$ cat src/inc/emb_pkg.sv
// Function
// RQ1: Clock output runs at one third of oscillator, high one third of period.
// RQ2: External source holds reset low at least ten oscillator cycles.
// RQ3: Reset release resynchronises clock output, then ten state time reset sequence.
// RQ4: Config bit 1 set: width input picks 16-bit or 8-bit per cycle.
// RQ5: Config bit 1 clear: every external cycle is 8-bit.
// RQ6: Rising edge on NMI input vectors execution to address 0000H.
// RQ7: Fetch indicator high during external instruction fetch, valid whole cycle.
// RQ8: ROM select high maps 2000H-3FFFH on chip, low maps it external.
// RQ9: ROM select at programming voltage enters programming mode.
// RQ10: Config picks latch enable or address valid strobe form.
// RQ11: Address valid form returns strobe high at end of cycle.
// RQ12: Address strobe pulses only for external accesses.
// RQ13: Read strobe low only during external reads.
// RQ14: Plain write strobe low for every external write.
// RQ15: Low byte write strobe low only for writes including even byte.
// RQ16: High byte enable low for writes using the upper data byte.
// RQ17: High byte write strobe low for writes of an odd byte.
// RQ18: High strobe and write strobe active only during external writes.
// RQ19: Memory may hold ready low to stretch the cycle.
// RQ20: External latch captures address on the strobe edge.
package emb_pkg;
   localparam int CLK_DIV = 3;
   localparam int CLK_HIGH = 1;
   localparam int RST_SEQ_STATES = 10;
   localparam logic [15:0] NMI_VECTOR = 16'h0000;
   localparam logic [15:0] ROM_LO = 16'h2000;
   localparam logic [15:0] ROM_HI = 16'h3fff;
   localparam int CFG_WIDTH_BIT = 1;

   typedef struct packed {
      logic rd;
      logic wr;
      logic fetch;
      logic word;
      logic [15:0] addr;
      logic [15:0] wdata;
   } emb_req_t;

   typedef struct packed {
      logic ale_n;
      logic rd_n;
      logic wr_n;
      logic hi_n;
      logic fetch;
      logic ad_oe;
      logic [15:0] ad;
   } emb_pins_t;

   typedef enum logic [2:0] {
      ST_IDLE = 3'b000,
      ST_ADDR = 3'b001,
      ST_STRB = 3'b010,
      ST_WAIT = 3'b011,
      ST_DONE = 3'b100
   } emb_state_t;
endpackage

$ cat src/core/emb_clkgen.sv
`timescale 1ns/10ps
// Divide-by-three clock output with reset resynchronisation and state ticks
module emb_clkgen
   import emb_pkg::*;
(
   input wire logic clk_in,
   input wire logic rst_in,
   output logic divided_clock_output_out,
   output logic tick_out
);
   logic [1:0] phase_q;
   logic [1:0] phase_d;

   // Phase count wraps every three oscillator cycles
   assign phase_d = (phase_q == 2'(CLK_DIV - 1)) ? 2'h0 : phase_q + 2'h1;

   // Reset holds phase at zero so release restarts the clock output [RQ3]
   always_ff @(posedge clk_in or posedge rst_in)
   begin
      if (rst_in)
         phase_q <= 2'h0;
      else
         phase_q <= phase_d;
   end

   assign divided_clock_output_out = (phase_q < 2'(CLK_HIGH)); // [RQ1]
   assign tick_out = (phase_q == 2'(CLK_DIV - 1));

   a_clk_third: assert property (@(posedge clk_in) disable iff (rst_in)
      divided_clock_output_out |=> !divided_clock_output_out ##1 !divided_clock_output_out ##1 divided_clock_output_out) else $error("clock output not one third"); // [RQ1]
endmodule

$ cat src/core/emb_strobes.sv
`timescale 1ns/10ps
// Strobe and lane decode for one bus cycle phase
module emb_strobes
   import emb_pkg::*;
(
   input wire logic strb_in,
   input wire logic rd_in,
   input wire logic wr_in,
   input wire logic word_in,
   input wire logic a0_in,
   input wire logic wrl_mode_in,
   input wire logic wrh_mode_in,
   output logic rd_n_out,
   output logic wr_n_out,
   output logic hi_n_out
);
   logic hi_used;
   logic lo_used;

   // Lane use from width and address parity
   assign lo_used = word_in || !a0_in;
   assign hi_used = word_in || a0_in;
   assign rd_n_out = !(strb_in && rd_in); // [RQ13]
   // Plain strobe for every write, low byte form only with even byte [RQ14] [RQ15] [RQ18]
   assign wr_n_out = !(strb_in && wr_in && (!wrl_mode_in || lo_used));
   // High enable or odd byte strobe, both writes only [RQ16] [RQ17] [RQ18]
   assign hi_n_out = !(strb_in && wr_in && (wrh_mode_in ? hi_used : hi_used));
endmodule

$ cat src/core/emb_bus.sv
`timescale 1ns/10ps
// External memory bus sequencer: reset sequence, ROM steering, width, strobes
module emb_bus
   import emb_pkg::*;
#(
   parameter int SEQ_STATES = RST_SEQ_STATES
)
(
   input wire logic MCLK_IN,
   input wire logic RST_IN,
   input wire logic REQ_VALID_IN,
   input wire emb_req_t REQ_IN,
   output logic REQ_READY_OUT,
   output logic [15:0] RDATA_OUT,
   output logic RDATA_VALID_OUT,
   output logic ONCHIP_SEL_OUT,
   input wire logic [1:0] CFG_IN,
   input wire logic ADV_MODE_IN,
   input wire logic WRL_MODE_IN,
   input wire logic WRH_MODE_IN,
   input wire logic BUS_WIDTH_SELECT_IN,
   input wire logic ONCHIP_ROM_SELECT_IN,
   input wire logic PROG_LEVEL_IN,
   input wire logic NMI_IN,
   input wire logic READY_IN,
   input wire logic [15:0] AD_IN,
   output logic [15:0] AD_OUT,
   output logic AD_OE_OUT,
   output logic DIVIDED_CLOCK_OUTPUT_OUT,
   output logic ADDR_STROBE_OUT,
   output logic RD_N_OUT,
   output logic LOW_BYTE_STORE_N_OUT,
   output logic HIGH_BYTE_STORE_N_OUT,
   output logic FETCH_INDICATOR_OUT,
   output logic NMI_VECTOR_OUT,
   output logic [15:0] NMI_ADDR_OUT,
   output logic PROG_MODE_OUT,
   output logic RUN_OUT
);
   emb_state_t state_q;
   emb_state_t state_d;
   emb_req_t req_q;
   logic [3:0] seq_q;
   logic run_q;
   logic nmi_q;
   logic word_q;
   logic prog_q;
   logic vec_q;
   logic [15:0] rdata_q;
   logic rvalid_q;
   logic tick;
   logic divided_clock_output;
   logic strb;
   logic in_rom;
   logic take;
   logic rd_n;
   logic wr_n;
   logic hi_n;

   emb_clkgen u_clk (
      .clk_in(MCLK_IN),
      .rst_in(RST_IN),
      .divided_clock_output_out(divided_clock_output),
      .tick_out(tick)
   );

   // Ten state time sequence after reset release [RQ3]
   always_ff @(posedge MCLK_IN or posedge RST_IN)
   begin
      if (RST_IN)
         seq_q <= 4'h0;
      else if (tick && !run_q)
         seq_q <= seq_q + 4'h1;
   end

   always_ff @(posedge MCLK_IN or posedge RST_IN)
   begin
      if (RST_IN)
         run_q <= 1'b0;
      else if (tick && seq_q == 4'(SEQ_STATES - 1))
         run_q <= 1'b1; // [RQ3]
   end

   // ROM window steering [RQ8]
   assign in_rom = ONCHIP_ROM_SELECT_IN && (REQ_IN.addr >= ROM_LO) && (REQ_IN.addr <= ROM_HI);
   assign ONCHIP_SEL_OUT = REQ_VALID_IN && run_q && in_rom;
   assign take = REQ_VALID_IN && run_q && !prog_q && !in_rom && (state_q == ST_IDLE) && tick;
   assign REQ_READY_OUT = (REQ_VALID_IN && run_q && in_rom) || take;

   // Bus cycle sequence, one state per state time
   always_comb
   begin
      state_d = state_q;
      unique case (state_q)
         ST_IDLE: if (take) state_d = ST_ADDR;
         ST_ADDR: if (tick) state_d = ST_STRB;
         ST_STRB: if (tick) state_d = READY_IN ? ST_DONE : ST_WAIT;
         ST_WAIT: if (tick && READY_IN) state_d = ST_DONE; // [RQ19]
         ST_DONE: if (tick) state_d = ST_IDLE;
         default: state_d = ST_IDLE;
      endcase
   end

   always_ff @(posedge MCLK_IN or posedge RST_IN)
   begin
      if (RST_IN)
         state_q <= ST_IDLE;
      else
         state_q <= state_d;
   end

   // Request capture and per cycle width [RQ4] [RQ5]
   always_ff @(posedge MCLK_IN or posedge RST_IN)
   begin
      if (RST_IN)
      begin
         req_q <= '0;
         word_q <= 1'b0;
      end
      else if (take)
      begin
         req_q <= REQ_IN;
         word_q <= REQ_IN.word && CFG_IN[CFG_WIDTH_BIT] && BUS_WIDTH_SELECT_IN;
      end
   end

   // Read data taken while the read strobe still stands; the bus floats to the pull-ups afterwards
   always_ff @(posedge MCLK_IN or posedge RST_IN)
   begin
      if (RST_IN)
      begin
         rdata_q <= 16'h0000;
         rvalid_q <= 1'b0;
      end
      else
      begin
         rvalid_q <= (state_q == ST_DONE) && tick && req_q.rd;
         if (strb && tick && READY_IN && req_q.rd) // [RQ19]
            rdata_q <= word_q ? AD_IN : {8'h00, AD_IN[7:0]};
      end
   end

   // NMI edge, programming level
   always_ff @(posedge MCLK_IN or posedge RST_IN)
   begin
      if (RST_IN)
      begin
         nmi_q <= 1'b0;
         vec_q <= 1'b0;
         prog_q <= 1'b0;
      end
      else
      begin
         nmi_q <= NMI_IN;
         vec_q <= NMI_IN && !nmi_q && run_q; // [RQ6]
         prog_q <= PROG_LEVEL_IN; // [RQ9]
      end
   end

   assign strb = (state_q == ST_STRB) || (state_q == ST_WAIT);

   emb_strobes u_strb (
      .strb_in(strb),
      .rd_in(req_q.rd),
      .wr_in(req_q.wr),
      .word_in(word_q),
      .a0_in(req_q.addr[0]),
      .wrl_mode_in(WRL_MODE_IN),
      .wrh_mode_in(WRH_MODE_IN),
      .rd_n_out(rd_n),
      .wr_n_out(wr_n),
      .hi_n_out(hi_n)
   );

   // Pin drive
   assign DIVIDED_CLOCK_OUTPUT_OUT = divided_clock_output;
   // Latch enable pulses in address phase; address valid low for whole cycle [RQ10] [RQ11] [RQ12]
   assign ADDR_STROBE_OUT = ADV_MODE_IN ? (state_q == ST_IDLE) : (state_q == ST_ADDR);
   assign RD_N_OUT = rd_n;
   assign LOW_BYTE_STORE_N_OUT = wr_n;
   assign HIGH_BYTE_STORE_N_OUT = hi_n;
   assign FETCH_INDICATOR_OUT = (state_q != ST_IDLE) && req_q.rd && req_q.fetch; // [RQ7]
   assign AD_OE_OUT = (state_q == ST_ADDR) || (strb && req_q.wr);
   assign AD_OUT = (state_q == ST_ADDR) ? req_q.addr : req_q.wdata;
   assign RDATA_OUT = rdata_q;
   assign RDATA_VALID_OUT = rvalid_q;
   assign NMI_VECTOR_OUT = vec_q;
   assign NMI_ADDR_OUT = NMI_VECTOR; // [RQ6]
   assign PROG_MODE_OUT = prog_q;
   assign RUN_OUT = run_q;

   a_strobe_internal: assert property (@(posedge MCLK_IN) disable iff (RST_IN)
      (state_q == ST_IDLE) |-> RD_N_OUT && LOW_BYTE_STORE_N_OUT && HIGH_BYTE_STORE_N_OUT) else $error("strobe idle"); // [RQ18]
   a_read_only: assert property (@(posedge MCLK_IN) disable iff (RST_IN)
      !RD_N_OUT |-> req_q.rd && !req_q.wr) else $error("read strobe outside read"); // [RQ13]
   a_width_narrow: assert property (@(posedge MCLK_IN) disable iff (RST_IN)
      take && !CFG_IN[CFG_WIDTH_BIT] |=> !word_q) else $error("wide cycle with bit clear"); // [RQ5]
   a_width_pin: assert property (@(posedge MCLK_IN) disable iff (RST_IN)
      take && REQ_IN.word && CFG_IN[CFG_WIDTH_BIT] |=> word_q == $past(BUS_WIDTH_SELECT_IN)) else $error("width"); // [RQ4]
   a_rom_window: assert property (@(posedge MCLK_IN) disable iff (RST_IN)
      take |-> !(ONCHIP_ROM_SELECT_IN && REQ_IN.addr >= ROM_LO && REQ_IN.addr <= ROM_HI)) else $error("rom"); // [RQ8]
   a_nmi_edge: assert property (@(posedge MCLK_IN) disable iff (RST_IN)
      run_q && $rose(NMI_IN) |=> NMI_VECTOR_OUT) else $error("nmi missed"); // [RQ6]
   a_adv_end: assert property (@(posedge MCLK_IN) disable iff (RST_IN)
      ADV_MODE_IN && state_q == ST_DONE && tick |=> ADDR_STROBE_OUT) else $error("adv not high"); // [RQ11]
   a_fetch_hold: assert property (@(posedge MCLK_IN) disable iff (RST_IN)
      take && REQ_IN.rd && REQ_IN.fetch |=> FETCH_INDICATOR_OUT [*3]) else $error("fetch dropped"); // [RQ7]
   a_lowbyte_even: assert property (@(posedge MCLK_IN) disable iff (RST_IN)
      WRL_MODE_IN && !LOW_BYTE_STORE_N_OUT |-> word_q || !req_q.addr[0]) else $error("odd low store"); // [RQ15]
endmodule

$ cat config.mk
export PLATFORM = sky130hd
export DESIGN_NAME = emb_bus
export DESIGN_NICKNAME = d
export VERILOG_FILES = /design/src/inc/emb_pkg.sv /design/src/core/emb_clkgen.sv /design/src/core/emb_strobes.sv /design/src/core/emb_bus.sv
export SDC_FILE = /design/constraint.sdc
export NUM_CORES = 1
export LEC_CHECK = 0
export BUFFER_PORTS_ARGS = -buffer_cell sky130_fd_sc_hd__clkbuf_2
export CAP_MARGIN = 20
export CORE_ASPECT_RATIO = 0.9
export CORE_UTILIZATION = 40
export CTS_CLUSTER_DIAMETER = 120
export DETAILED_ROUTE_END_ITERATION = 12
export HOLD_SLACK_MARGIN = 0.15
export PLACE_DENSITY = 0.68
export SLEW_MARGIN = 20
export SYNTH_ARGS = -nofsm -noshare
export SYNTH_HDL_FRONTEND = slang
export SYNTH_SLANG_ARGS = --single-unit
$ cat constraint.sdc
create_clock -name MCLK_IN -period 3.9 [get_ports MCLK_IN]
set_input_delay 0.585 -clock MCLK_IN [delete_from_list [all_inputs] [get_ports MCLK_IN]]
set_output_delay 0.585 -clock MCLK_IN [all_outputs]
set_load 0.05 [all_outputs]
==> reports/results.ini, run 1 <==
[clock_tree]
cts_resized=0
cts_buffers=9
h-tree-depth=3
cts_buffer_depth=2
cts_tree=built
root_buffer=clkbuf_8
clock-sinks=66
clk_latency_ns=0.34
cts_hold_buf=0
postCtsSetupBuffers=0
clkTransAtPathRegs_ns=0.07

[synthesis]
synth.avg_cell_area_sq_um=13.2
synthTopCellsByCount=dfrtp_1 (66), mux2_2 (58), buf_4 (16)
synth-seq-cells=66
yosys-top-cells-area=dfrtp_1 (55%), mux2_2 (22%), buf_4 (4.0%)
synth.most_common_cell=dfrtp_1
synthArstFlopShare_pct=100
ys_seq_area_share_pct=55.3
netlist_instances=226
netlist-cell-type-count=33
synth_enable_flop_cells=0
synth.cell_area_sq_mm=0.00299
yosysTopAreaCellShare_pct=55.3
yosysWarnings=0
yosys.area.top_type=dfrtp_1
synth_ff_type=dfrtp_1

[placed_design]
gp_congestion=0.690
pre_cts_slack_ns=1.32
io_buffers=107
dp_hpwl_microns=4200
dp.cells=419

[routing]
vias=2067
drt-vias-per-instance=4.75
dr.pass1.iters=4
drc=0
wl_per_cell_microns=13.6
wl_microns=5920
drt_first_iter_violations=91
ant_nets=0

[global_route]
grt.total_usage_pct=16.9
grt_pass1_wl_microns=9950
grt_pass1_vias=2057
antenna_found_initial=0
grt_start_max_net_pins=51
overflow=0

[power]
ir_drop_uv=276
power_mw=1.85
leakagePower_nw=1.89
p_per_area_mw_per_mm2=499

[worst_setup_path]
crit_path_top_delay_cell=or4b_4
start_kind=register
worst-setup-path-type=reg -> out
worstPathMaxFanout=12
critPathCaptureType=output port
crit_path_max_incr_delay_ns=0.62
cp_num_buf_inv=1
crit_chain=or4b_4 > nor4_4 > or2_2 > clkbuf_2
cp.arrival_ns=2.12
critPathRequiredTime_ns=3.31
cp_top_family=simple AND/OR/NAND/NOR gates

[sta]
tightestPinTransition_ns=0.862
slew_violations=0
rsz0062_at_grt=false
setup_violations=0
relSlewSlack_pct=42.5
fmax_ghz=0.370
hold_viol_final=0
period_share_pct=69.4
worst_slack_ns=1.19
fin_skew_ns=0.00598
tns_ns=0
period_minus_slack_ns=2.71

[layout]
final_util_pct=52.0
drive_above_1_share_pct=55.3
final_cells=435
antennaDiodeCount=0
seqCellArea_sq_mm=0.00165
syn_to_final_growth_pct=24.4
multi_input_area_sq_mm=0.00120
final_nets=404
nFillCells=643

[die]
io_pins=126
rows=29
core_sq_mm=0.00715
die_height_microns=84.0
die_area_sq_mm=0.00781
die_w_microns=93.1
start_util_pct=41.8

[job]
drv_cap=0

[run_status]
status=finished, final reports clean

[worst_hold_path]
hold_class=in -> reg

[area by class of cell]
type,count,area share (%)
Sequential cell,66,44.5
Multi-Input combinational cell,146,32.4
Timing Repair Buffer,110,15.0
Clock buffer,10,3.70
Tap cell,93,3.13
Clock inverter,6,0.876
Inverter,4,0.438
[power by group]
part | total (mW) | switching, mW | internal, mW
Combinational | 0.539 | 0.365 | 0.173
Clock | 0.495 | 0.253 | 0.242
Sequential | 0.820 | 0.0554 | 0.765
Total | 1.85 | 0.674 | 1.18
[logic make-up (layout without fill, tap and decap cells)]
| group | after synthesis | after routing | synth area share [%] |
|---|---|---|---|
| mux | 60 | 60 | 22.6 |
| other cells | 1 | 16 | 0.126 |
| fa+ha+maj | 2 | 2 | 0.838 |
| compound gates | 25 | 25 | 5.53 |
| xor+xnor | 4 | 4 | 1.17 |
| simple gates | 39 | 39 | 7.92 |
| buf+inv | 29 | 130 | 6.45 |
| flops | 66 | 66 | 55.3 |
[stage by stage]
stage / hold WS [ns] / cell area, sq um
2_1_floorplan: 0.445 / 3040
3_3_place_gp: 0.465 / 3540
3_5_place_dp: 0.466 / 3540
4_1_cts: 0.328 / 3710
5_1_grt: 0.338 / 3710
6_report: 0.350 / 3710
[worst register-to-register path, stage by stage, from the launching register on]
cell and delay, ns:
dfrtp_1 0.52, or4b_4 0.62, nor4_4 0.24, buf_4 0.45
mux2_2 0.42
[flip-flops by register name (all words and copies together), names as in the netlist, 2 cells and up]
register and count:
u_clk.phase_q 2, state_q 3, req_q 35, RDATA_OUT 16, seq_q 4
[routing by layer]
layer  track usage, %  part of all wire, %  vias to the layer above
met3             4.64                  4.7                        8
met1             21.7                   46                      999
met5                0                    0                        -
met2             26.8                   48                       68
li1                 -                    -                      992
met4             6.71                  1.4                        0
[cell usage in the layout, fill, tap and decap left out, types with 2 or more instances in the layout]
cell type	n
o21ai_0	10
buf_4	3
clkbuf_2	107
ha_1	2
and3b_1	2
nor2b_1	4
clkbuf_8	10
nor2_1	6
mux2_1	2
nand3b_1	3
nor3_1	2
and3_1	3
dfrtp_1	66
nand4_1	2
clkinv_2	6
xnor2_1	3
nand2_1	11
mux2_2	58
conb_1	16
o31ai_1	8
inv_1	3
a21oi_1	2
[final timing paths]
path,from,to,slack [ns],cells past startpoint
worst max-delay path,state_q[1],REQ_READY_OUT,1.19,4
worst min-delay path,PROG_LEVEL_IN,PROG_MODE_OUT,0.35,1
worst max register to register,state_q[1],req_q[10],1.54,4
worst min register to register,seq_q[3],seq_q[3],0.47,1
max in group asynchronous,RST_IN,u_clk.phase_q[0],2.79,3
min in group asynchronous,RST_IN,RDATA_OUT[13],0.38,2
Power figures use the tool's default switching activity.
==> run 2: changes to the inputs <==
--- a/config.mk
+++ b/config.mk
@@ -12,7 +12,7 @@
 export CTS_CLUSTER_DIAMETER = 120
 export DETAILED_ROUTE_END_ITERATION = 12
 export HOLD_SLACK_MARGIN = 0.15
-export PLACE_DENSITY = 0.68
+export PLACE_DENSITY = 0.7
 export SLEW_MARGIN = 20
 export SYNTH_ARGS = -nofsm -noshare
 export SYNTH_HDL_FRONTEND = slang
==> constraint.sdc (replaced) <==
create_clock -name MCLK_IN -period 2.2 [get_ports MCLK_IN]
set_input_delay 0.33 -clock MCLK_IN [delete_from_list [all_inputs] [get_ports MCLK_IN]]
set_output_delay 0.33 -clock MCLK_IN [all_outputs]
set_load 0.05 [all_outputs]
==> reports/results.ini, run 2 (same netlist as run 1, synthesis figures left out) <==
[run_status]
status=finished, final reports clean  ; unchanged

[sta]
fin_skew_ns=0.0111  ; was 0.00598 ns
tightestPinTransition_ns=0.686  ; was 0.862 ns
period_minus_slack_ns=2.16
slew_violations=0  ; unchanged
rsz0062_at_grt=true  ; was false
period_share_pct=98.4
fmax_ghz=0.462
tns_ns=0  ; unchanged
hold_viol_final=0  ; unchanged
setup_violations=0  ; unchanged
relSlewSlack_pct=54.2  ; was 42.5%

[clock_tree]
cts_tree=built  ; unchanged
clock-sinks=66  ; unchanged
root_buffer=clkbuf_8  ; unchanged
clkTransAtPathRegs_ns=0.07  ; about the same
cts_buffer_depth=2  ; unchanged
h-tree-depth=3  ; unchanged
clk_latency_ns=0.33  ; was 0.34 ns
cts_buffers=9  ; unchanged

[power]
internal-power_mw=2.33  ; was 1.18 mW
p_seq_share_pct=40.3  ; was 44.3%
leakagePower_nw=2.08  ; was 1.89 nW
p_comb_share_pct=36.6  ; was 29.1%
clkPwrFrac_pct=23.1  ; was 26.7%
p_per_area_mw_per_mm2=869  ; was 499 mW/mm^2
ir_drop_uv=524  ; was 276 uV
p_sw_mw=1.25  ; was 0.674 mW
sw_frac_of_total_pct=34.9  ; was 36.3%

[placed_design]
gp_congestion=0.693  ; was 0.690
placed_area_sq_mm=0.00362  ; was 0.00354 sq mm
dp_hpwl_microns=4380  ; was 4200 microns
io_buffers=107  ; unchanged

[die]
die_height_microns=84.0  ; unchanged
die_w_microns=93.1  ; unchanged
rows=29  ; unchanged
core_sq_mm=0.00715  ; unchanged
io_pins=126  ; unchanged
start_util_pct=41.8  ; unchanged
die_area_sq_mm=0.00781  ; unchanged

[worst_setup_path]
crit_chain=buf_6 > nor3b_4 > clkbuf_16 > mux2_4 > buf_8  ; was or4b_4 > nor4_4 > or2_2 > clkbuf_2
critPathRequiredTime_ns=1.87  ; was 3.31 ns
critPathLaunch=state_q[1]  ; unchanged
rr_endpoint=req_q[4]  ; was req_q[10]
worst_r2r_startpoint=state_q[0]  ; was state_q[1]
reg2reg_setup_slack_ns=0.14  ; was 1.54 ns
cp.arrival_ns=1.83  ; was 2.12 ns
endpoint=AD_OUT[11]  ; was REQ_READY_OUT
critPathCaptureType=output port  ; unchanged
crit_path_top_delay_cell=dfrtp_1  ; was or4b_4
worst-setup-path-type=reg -> out  ; unchanged
rr_worst_depth=5  ; was 4
crit_path_max_incr_delay_ns=0.39  ; was 0.62 ns
start_kind=register  ; unchanged
worstPathMaxFanout=8  ; was 12

[routing]
drt-vias-per-instance=4.78  ; was 4.75
drc=0  ; unchanged
drt_first_iter_violations=65  ; was 91
ant_nets=0  ; unchanged
dr.pass1.iters=4  ; unchanged
vias=2158  ; was 2067
wl_microns=6470  ; was 5920 microns
wl_per_cell_microns=14.3  ; was 13.6 microns

[layout]
layout_common_cells=clkbuf_2 (90), dfrtp_1 (65), mux2_2 (42)  ; was clkbuf_2 (107), dfrtp_1 (66), mux2_2 (58)
largest-register=req_q  ; unchanged
final_common_cell=clkbuf_2  ; unchanged
fin_area_sq_mm=0.00413  ; was 0.00371 sq mm
syn_to_final_growth_pct=38.2  ; was 24.4%
final_nets=421  ; was 404
antennaDiodeCount=0  ; unchanged
largest_reg_flops=35  ; unchanged
drive_above_1_share_pct=56.1  ; was 55.3%

[worst_hold_path]
hold_class=in -> reg  ; unchanged
hold_path_depth=3  ; was 1

[global_route]
overflow=0  ; unchanged
grt_pass1_wl_microns=10300  ; was 9950 microns
grt_pass1_vias=2083  ; was 2057
grt_start_max_net_pins=37  ; was 51
antenna_found_initial=0  ; unchanged
grt.total_usage_pct=17.2  ; was 16.9%

[job]
drv_cap=0  ; unchanged

-- run 2: cell count changes in the layout (fill, tap and decap cells not counted), sizes merged --
cell         previous run  this run
buf                     3        32
clkbuf                117       103
clkinv                  6         4
clkinvlp                1         0
dlygate4sd3             0         3
inv                     3         4
-- run 2: layout make-up --
type,instances,area [sq um]
fill,613,3020
timing repair buffer,127,920
inverter,4,15.0
clock inverter,4,20.0
clock buffer,11,131
tap,93,116
sequential,66,1650
multi-input combinational,146,1270
-- run 2: routing by layer --
layer	vias up	share of wire, %	routed length [microns]	GRT usage, %
met4	0	2.0	128	7.69
met5	-	0	0	0
li1	1026	-	-	-
met1	1054	46	2970	23.7
met2	68	48	3110	26.2
met3	10	4.1	262	3.37
-- run 2: how the worst min path moves through the flow --
stage	from	end
CTS	AD_IN[10]	RDATA_OUT[10]
detailed placement	RST_IN	req_q[22]
global placement	PROG_LEVEL_IN	PROG_MODE_OUT
floorplan	PROG_LEVEL_IN	PROG_MODE_OUT
global route	AD_IN[12]	RDATA_OUT[12]
finish	AD_IN[11]	RDATA_OUT[11]
-- run 2: worst max-delay path: cells and delay by family (launching register included) --
kind / cells / cell delay [ns]
multiplexers: 1 / 0.31
flip-flops: 1 / 0.39
AND/OR/NAND/NOR: 1 / 0.28
buffers and inverters: 3 / 0.52
-- run 2: metrics by stage --
step	worst slack, ns	util, %	hold WS [ns]	instances	power [mW]
floorplan	-0.0416	-	0.361	241	2.23
global placement	0.142	50.7	0.439	426	2.45
detailed placement	0.141	50.7	0.447	426	2.47
CTS	-0.0848	55.9	0.208	447	3.46
global route	-0.0484	57.7	0.211	451	3.76
finish	0.0356	57.7	0.221	451	3.59
-- run 2: power groups by stage --
stage	Sequential [mW]	Combinational (mW)	Clock (mW)
after floorplan	1.47	0.758	0
after global placement	1.45	0.999	0
after detailed placement	1.46	1.01	0
after CTS	1.44	1.16	0.857
after global routing	1.47	1.37	0.916
final	1.44	1.31	0.830
-- run 2: what timing repair did --
item / CTS / global route
resized for setup: 37 / 34
hold endpoints to repair: 32 / 0
hold buffers: 3 / 0
endpoints found under the setup margin: 17 / 43
buffers inserted: 3 / 3
pin swaps: 4 / 4
cloned: 0 / 1
